==> src/core/atc_map.svh <==
// Register offsets, field positions, reset values and counts of the converter trigger block.
`ifndef ATC_MAP_SVH
`define ATC_MAP_SVH

// ==========================================================================
// Register offsets
`define ATC_OFS_TRIG_CTL   8'hE1
`define ATC_OFS_CMP_CTL    8'hE2
`define ATC_OFS_DLY_LO     8'hE3
`define ATC_OFS_STATUS     8'hE8
`define ATC_OFS_THR_LO     8'hF0
`define ATC_OFS_THR_HI     8'hF1
`define ATC_OFS_RES_LO     8'hF2
`define ATC_OFS_RES_HI     8'hF3
`define ATC_OFS_PWM_RUN    8'hF4

// ==========================================================================
// Field positions
`define ATC_TC_PIN_SEL     6
`define ATC_TC_DIV_HI      5
`define ATC_TC_DIV_LO      4
`define ATC_TC_TYPE_HI     3
`define ATC_TC_TYPE_LO     2
`define ATC_TC_EXT_EN      1
`define ATC_TC_CONV_EN     0
`define ATC_CC_BRAKE_EN    7
`define ATC_CC_POL         6
`define ATC_CC_GATE_EN     5
`define ATC_CC_CMP_OUT     4
`define ATC_CC_ACQ_HI      3
`define ATC_CC_ACQ_LO      1
`define ATC_CC_DLY8        0
`define ATC_ST_DONE        7
`define ATC_ST_START       6
`define ATC_ST_SRC_HI      5
`define ATC_ST_SRC_LO      4

// ==========================================================================
// Reset values and counts
`define ATC_RST_BYTE       8'h00
`define ATC_TC_WMASK       8'h7F
`define ATC_ACQ_TABLE      64'h1E1A16120E0A0602

`endif

==> src/core/atc_pkg.sv <==
// Types shared by the converter trigger and compare block.
package atc_pkg;

  // Gray-coded sequencer states along idle, delay, acquire, convert.
  typedef enum logic [1:0]
  {
    ATC_IDLE  = 2'h0,
    ATC_DELAY = 2'h1,
    ATC_ACQ   = 2'h3,
    ATC_CONV  = 2'h2
  } atc_state_e;

  // Whole state of the block, registered in one place.
  typedef struct packed
  {
    atc_state_e  st;
    logic [7:0]  trig_ctl;
    logic [7:0]  cmp_ctl;
    logic [7:0]  dly_lo;
    logic [11:0] thr;
    logic [11:0] result;
    logic [1:0]  trig_src;
    logic        busy;
    logic        done;
    logic [2:0]  presc;
    logic        tick;
    logic [8:0]  dly_cnt;
    logic [7:0]  acq_cnt;
    logic [1:0]  pin_a_sync;
    logic [1:0]  pin_b_sync;
    logic        trig_prev;
    logic        conv_start;
    logic        brake;
    logic        pwm_run;
    logic [7:0]  rdata;
  } atc_state_s;

endpackage

==> src/core/atc_top.sv <==
// Converter trigger routing, clock division, sequencing and result compare control.
`timescale 1ns/1ns
`include "atc_map.svh"

module atc_top
  import atc_pkg::*;
#(
  parameter logic [63:0] ACQ_TABLE = `ATC_ACQ_TABLE
)
(
  // Clock and reset
  input  wire logic        CLK_SYS,
  input  wire logic        RSTN,
  // Register port
  input  wire logic [7:0]  ADDR,
  input  wire logic [7:0]  WDATA,
  input  wire logic        WR,
  input  wire logic        RD,
  output logic      [7:0]  RDATA,
  // External start pins, asynchronous
  input  wire logic        START_PIN_A,
  input  wire logic        START_PIN_B,
  // PWM generator, same clock
  input  wire logic        PWM_CH0,
  input  wire logic        PWM_CH2,
  input  wire logic        PWM_CH4,
  input  wire logic        PWM_CENTER,
  input  wire logic        PWM_END,
  input  wire logic        PWM_CENTER_ALIGNED,
  output logic             PWM_RUN,
  output logic             FAULT_BRAKE,
  // Converter core
  output logic             CONV_POWER,
  output logic             CONV_CLK_TICK,
  output logic             CONV_START,
  input  wire logic        CONV_DONE,
  input  wire logic [11:0] CONV_RESULT,
  // Status toward the interrupt controller
  output logic             DONE_FLAG,
  output logic             BUSY
);

  atc_state_s q;
  atc_state_s d;

  // ==========================================================================
  // Decoded fields and events

  logic [1:0]  div;
  logic [1:0]  ttype;
  logic        ext_en;
  logic        pin_lvl;
  logic        trig_lvl;
  logic        ext_evt;
  logic        ext_fire;
  logic        sw_start;
  logic        can_start;
  logic [2:0]  div_mask;
  logic [8:0]  dly_total;
  logic [7:0]  acq_len;
  logic        cmp_now;
  logic        conv_end;
  logic        wr_status;

  // Field slices and the selected trigger level.
  always_comb
  begin
    div       = q.trig_ctl[`ATC_TC_DIV_HI:`ATC_TC_DIV_LO];
    ttype     = q.trig_ctl[`ATC_TC_TYPE_HI:`ATC_TC_TYPE_LO];
    ext_en    = q.trig_ctl[`ATC_TC_EXT_EN];
    // The pin mux reads the live select bit, so a write switches pins at once.
    pin_lvl   = q.trig_ctl[`ATC_TC_PIN_SEL] ? q.pin_b_sync[1] : q.pin_a_sync[1];
    unique case (q.trig_src)
      2'h0:    trig_lvl = PWM_CH0;
      2'h1:    trig_lvl = PWM_CH2;
      2'h2:    trig_lvl = PWM_CH4;
      2'h3:    trig_lvl = pin_lvl;
    endcase
    // Centre and end events exist only in centre-aligned counting.
    unique case (ttype)
      2'h0:    ext_evt = q.trig_prev & ~trig_lvl;
      2'h1:    ext_evt = ~q.trig_prev & trig_lvl;
      2'h2:    ext_evt = PWM_CENTER & PWM_CENTER_ALIGNED;
      2'h3:    ext_evt = PWM_END & PWM_CENTER_ALIGNED;
    endcase
    wr_status = WR && (ADDR == `ATC_OFS_STATUS);
    sw_start  = wr_status && WDATA[`ATC_ST_START];
    // A raised done flag or a running conversion refuses new starts.
    can_start = (q.st == ATC_IDLE) && !q.done;
    ext_fire  = can_start && ext_en && ext_evt && !sw_start;
    div_mask  = 3'((4'h1 << div) - 4'h1);
    dly_total = {q.cmp_ctl[`ATC_CC_DLY8], q.dly_lo};
    acq_len   = ACQ_TABLE[8 * q.cmp_ctl[`ATC_CC_ACQ_HI:`ATC_CC_ACQ_LO] +: 8];
    // Comparison against the incoming result, with the polarity in force now.
    cmp_now   = q.cmp_ctl[`ATC_CC_POL] ? (CONV_RESULT < q.thr)
                                       : (CONV_RESULT >= q.thr);
    conv_end  = (q.st == ATC_CONV) && CONV_DONE;
  end

  // ==========================================================================
  // Next-state logic

  always_comb
  begin
    d            = q;
    d.conv_start = 1'b0;
    d.rdata      = `ATC_RST_BYTE;

    // Start pins pass two flip-flops before anything reads them.
    d.pin_a_sync = {q.pin_a_sync[0], START_PIN_A};
    d.pin_b_sync = {q.pin_b_sync[0], START_PIN_B};
    d.trig_prev  = trig_lvl;

    // Converter clock as a one-cycle tick every 1, 2, 4 or 8 system clocks.
    d.tick  = (q.presc & div_mask) == div_mask;
    d.presc = q.presc + 3'h1;

    // Register writes.
    if (WR)
    begin
      unique case (ADDR)
        `ATC_OFS_TRIG_CTL: d.trig_ctl = WDATA & `ATC_TC_WMASK;
        `ATC_OFS_CMP_CTL:  d.cmp_ctl  = {WDATA[7:5], q.cmp_ctl[`ATC_CC_CMP_OUT], WDATA[3:0]};
        `ATC_OFS_DLY_LO:   d.dly_lo   = WDATA;
        `ATC_OFS_THR_LO:   d.thr      = {q.thr[11:8], WDATA};
        `ATC_OFS_THR_HI:   d.thr      = {WDATA[3:0], q.thr[7:0]};
        `ATC_OFS_PWM_RUN:  d.pwm_run  = WDATA[0];
        `ATC_OFS_STATUS:
        begin
          d.done     = WDATA[`ATC_ST_DONE];
          d.trig_src = WDATA[`ATC_ST_SRC_HI:`ATC_ST_SRC_LO];
        end
        default:           d.rdata    = `ATC_RST_BYTE;
      endcase
    end

    // Software sets run again to leave the brake.
    if (WR && (ADDR == `ATC_OFS_PWM_RUN) && WDATA[0])
    begin
      d.brake = 1'b0;
    end

    // Sequencer.
    unique case (q.st)
      ATC_IDLE:
      begin
        if (can_start && sw_start)
        begin
          // Software start skips the trigger delay.
          d.st      = ATC_ACQ;
          d.busy    = 1'b1;
          d.acq_cnt = acq_len;
        end
        else if (ext_fire)
        begin
          d.busy    = 1'b1;
          d.dly_cnt = dly_total;
          d.acq_cnt = acq_len;
          d.st      = (dly_total == 9'h000) ? ATC_ACQ : ATC_DELAY;
        end
      end
      ATC_DELAY:
      begin
        // Delay is counted in converter clock ticks.
        if (q.tick)
        begin
          d.dly_cnt = q.dly_cnt - 9'h001;
          if (q.dly_cnt == 9'h001)
          begin
            d.st = ATC_ACQ;
          end
        end
      end
      ATC_ACQ:
      begin
        // Acquisition window before the core is told to convert.
        if (q.acq_cnt == 8'h00)
        begin
          d.st         = ATC_CONV;
          d.conv_start = 1'b1;
        end
        else if (q.tick)
        begin
          d.acq_cnt = q.acq_cnt - 8'h01;
        end
      end
      ATC_CONV:
      begin
        if (CONV_DONE)
        begin
          d.result                  = CONV_RESULT;
          d.cmp_ctl[`ATC_CC_CMP_OUT] = cmp_now;
          if (q.cmp_ctl[`ATC_CC_GATE_EN] && !cmp_now)
          begin
            // Gated mode keeps converting until the result matches.
            d.st      = ATC_ACQ;
            d.acq_cnt = acq_len;
          end
          else
          begin
            d.st   = ATC_IDLE;
            d.busy = 1'b0;
            d.done = 1'b1;
          end
        end
      end
    endcase

    // Brake and run clear beat a software write in the same cycle.
    if (conv_end && cmp_now && q.cmp_ctl[`ATC_CC_BRAKE_EN])
    begin
      d.brake   = 1'b1;
      d.pwm_run = 1'b0;
    end

    // Read data, valid in the cycle after the strobe.
    if (RD)
    begin
      unique case (ADDR)
        `ATC_OFS_TRIG_CTL: d.rdata = q.trig_ctl;
        `ATC_OFS_CMP_CTL:  d.rdata = q.cmp_ctl;
        `ATC_OFS_DLY_LO:   d.rdata = q.dly_lo;
        `ATC_OFS_THR_LO:   d.rdata = q.thr[7:0];
        `ATC_OFS_THR_HI:   d.rdata = {4'h0, q.thr[11:8]};
        `ATC_OFS_RES_LO:   d.rdata = q.result[7:0];
        `ATC_OFS_RES_HI:   d.rdata = {4'h0, q.result[11:8]};
        `ATC_OFS_PWM_RUN:  d.rdata = {7'h00, q.pwm_run};
        `ATC_OFS_STATUS:   d.rdata = {q.done, q.busy, q.trig_src, 4'h0};
        default:           d.rdata = `ATC_RST_BYTE;
      endcase
    end
  end

  // ==========================================================================
  // State register

  always_ff @(posedge CLK_SYS)
  begin
    if (!RSTN)
    begin
      q <= '0;
    end
    else
    begin
      q <= d;
    end
  end

  // Outputs straight from the state register.
  assign RDATA         = q.rdata;
  assign PWM_RUN       = q.pwm_run;
  assign FAULT_BRAKE   = q.brake;
  assign CONV_POWER    = q.trig_ctl[`ATC_TC_CONV_EN];
  assign CONV_CLK_TICK = q.tick;
  assign CONV_START    = q.conv_start;
  assign DONE_FLAG     = q.done;
  assign BUSY          = q.busy;
endmodule

==> config.mk <==
export PLATFORM = sky130hd
export DESIGN_NAME = atc_top
export DESIGN_NICKNAME = d
export VERILOG_FILES = /design/src/core/atc_pkg.sv /design/src/core/atc_top.sv
export VERILOG_INCLUDE_DIRS = /design/src /design/src/core
export SDC_FILE = /design/constraint.sdc
export NUM_CORES = 1
export LEC_CHECK = 0
export ABC_AREA = 1
export BUFFER_PORTS_ARGS = -buffer_cell sky130_fd_sc_hd__buf_2
export CAP_MARGIN = 10
export CELL_PAD_IN_SITES_DETAIL_PLACEMENT = 2
export CELL_PAD_IN_SITES_GLOBAL_PLACEMENT = 2
export CORE_MARGIN = 10
export CORE_UTILIZATION = 33
export DETAILED_ROUTE_END_ITERATION = 10
export GPL_TIMING_DRIVEN = 0
export MAX_ROUTING_LAYER = met4
export PLACE_DENSITY = 0.82
export SYNTH_ARGS = -nofsm -noshare
export SYNTH_HDL_FRONTEND = slang
export SYNTH_SLANG_ARGS = --single-unit
==> constraint.sdc <==
create_clock -name CLK_SYS -period 2.4 [get_ports CLK_SYS]
set_input_delay 0.36 -clock CLK_SYS [delete_from_list [all_inputs] [get_ports CLK_SYS]]
set_output_delay 0.36 -clock CLK_SYS [all_outputs]
set_load 0.01 [all_outputs]
==> metrics.txt <==
sequential share of the synthesized area 0.390; core area 13,800 um2; initial antenna violation count 0; first-pass GRT wire length 28.7 mm; CTS buffer count 9; Post-synth EDFFs 0; top post-synthesis cells by count inv_1, dfxtp_1, nand2_1; status finished clean; Max Fclk 449 MHz; vias 4,756; RSZ-0062 raised after global routing no; # placed instances 879; top-count cell post-synth inv_1; Post-layout nets 769; Place WS -0.0897 ns; Yosys reg bits 90; most used cell, CP nand2_1; WP data required 2.64 ns; Fin. Hold Viols 0; clk_skew 0.00717 ns; DP HPWL 13.8 mm; Final GP Congestion approximately 0.86; critical path launch point type flip-flop; num rows 43; synthesized area 4620 um2; drt initial violations 198; min Tclk post-route approximately 2.2 ns; Layout Cells excl Fill 896; Worst slew margin 0.399; syn_nets 703; largest net degree at the start of global routing 15; Initial Util 0.335; largest stage delay on the critical path 0.32 ns; later-pin clock latency in the skew report 0.35 ns; per-cell routed wire length roughly 20 um; setup violators final 0; period utilisation layout 0.929; Post-Synthesis Cells 645; DR vias/cell 5.31; WL final roughly 18 mm; CTS Buffer Depth 2; TNS Setup 0 ns; worst setup margin 0.170 ns; Die Y 138 um; top post-synthesis cells by area dfxtp_1, o21ai_0, a21oi_1; Hold Path Origin START_PIN_B; metal3 WL about 680 um; number of diodes 0; grt total ovfl 0; clk slew on worst S/H paths 0.07 ns; top sig layer met4; syn_area_per_cell 7.16 um2; post-synth cell types 36; top-area cell type share of the netlist area 0.390; ratio of cells with drive above 1 in the final layout 0.159; clk sink count 90; wl on met1 7.99 mm; die area ~19,000 um2; clk root buf clkbuf_16; vias in the first global route 5,280; crit end category flip-flop; die width between 100 and 150 um; Leak 2.24 nW; H-Tree Depth 3; final slew viol count 0; Worst Max-Slew Pin Slew 0.901 ns; Post-DRT Antenna Nets 0; P per Cell Area 810 nW/um2; critical path class reg -> reg; Layout area overhead 18.5%; Hold WS 0.203 ns; total chip power approximately 4.4 mW; yosys warns 0; slowest library cell on the worst path dfxtp_1; CTS tree yes; hold crit path type in -> reg; setup slack, reg-to-reg approximately 0.17 ns; cells along the critical path inv_1 > ha_1 > nand2_1 > nand2_1 > nand2_1 > nand2_1 > a21oi_2 > nand2_1 > nand2_2 > nand3_2 > nand2_2 > nand2_4 > nor2_4 > buf_8 > nor2_1 > nand2_1 > nand2_1; Synth Flop Type dfxtp_1; IO Pins 56; Async SR Flop Fraction 0; Critical path origin q[58]$_SDFFE_PN0P_; Port-buffer cells 54; top cell type by total area after synthesis dfxtp_1; # DRC 0; Peak VDD IR ~0.00038 V; Reg-to-Reg Start q[58]$_SDFFE_PN0P_; Fillers 1,673; DR pass1 iterations 5; WP data arrival approximately 2.5 ns; gr usage total 0.191; # Max-Cap Violations 0; met2 wire len roughly 9.0 mm; CP Max Fanout 10
stage by stage:
step / utilization / area, um2
3_3_place_gp: 0.371 / 5110
4_1_cts: 0.393 / 5420
3_5_place_dp: 0.371 / 5110
5_1_grt: 0.397 / 5470
2_1_floorplan: - / 4620
6_report: 0.397 / 5470
repair_timing:
item / CTS / global route
endpoints found under the setup margin: 3 / 8
resized for setup: 1 / 12
setup buffers: 0 / 1
pin swaps: 0 / 2
gates cloned: 0 / 0
hold buffers: 0 / 0
power breakdown:
part,switching (mW),internal [mW]
Combinational,0.851,0.417
Sequential,0.0852,1.62
Clock,0.619,0.837
Total,1.55,2.88
metal layers:
metal	up-vias	global-route usage
met1	2373	0.229
li1	2274	-
met3	18	0.0363
met5	-	-
met4	0	0.0361
met2	91	0.327
cell usage in the layout (no fill, tap or decap), types with 3 or more instances in the layout:
cell type,Yosys,layout
a21oi_1,74,72
nor2_1,54,52
a211oi_1,12,12
nor3_1,15,15
inv_1,96,96
buf_4,9,10
clkbuf_1,12,14
o21ai_0,76,76
xnor2_1,3,3
a21oi_2,3,5
nand2_2,5,8
ha_1,17,16
xor2_1,4,4
buf_1,3,3
nand4_1,5,5
nand3_1,32,30
nand2_1,89,85
buf_2,3,57
dfxtp_1,90,90
clkbuf_16,0,9
o22ai_1,21,21
sequential cells by signal, indices dropped and copies added (netlist names):
name,count
q,61
dly_total,9
RDATA,8
d,2
div,2
BUSY,1
CONV_CLK_TICK,1
CONV_POWER,1
CONV_START,1
DONE_FLAG,1
FAULT_BRAKE,1
PWM_RUN,1
ext_en,1
logic make-up after synthesis:
kind of cell	synth area share
AO/OA/AOI/OAI	0.224
XOR/XNOR	0.0133
adder cells (fa/ha/maj)	0.0460
buffers and inverters	0.112
flip-flops	0.390
AND/OR/NAND/NOR	0.215
worst paths after layout:
check	endpoint	cells after the start
min reg2reg	q[15]$_SDFF_PN0_	2
max	q[19]$_SDFFE_PN0P_	17
max reg2reg	q[19]$_SDFFE_PN0P_	17
min	d[13]$_SDFF_PN0_	3
layout make-up:
class / instances / area, um2 / share of cell area
inverter: 98 / 368 / 0.0672
clock buffer: 12 / 246 / 0.0450
timing repair buffer: 55 / 278 / 0.0507
tap: 180 / 225 / 0.0411
buffer: 28 / 154 / 0.0281
multi-input combinational: 429 / 2350 / 0.429
sequential: 90 / 1800 / 0.329
clock inverter: 4 / 51.3 / 0.00937
worst max-delay path: cells and delay by family, from the launching register on:
kind            cells  cell delay [ns]
fa+ha+maj           1             0.29
flops               1             0.32
simple gates       13             1.11
compound gates      1             0.19
buf+inv             2             0.22
Note: power is estimated with default switching activity, not from simulation.
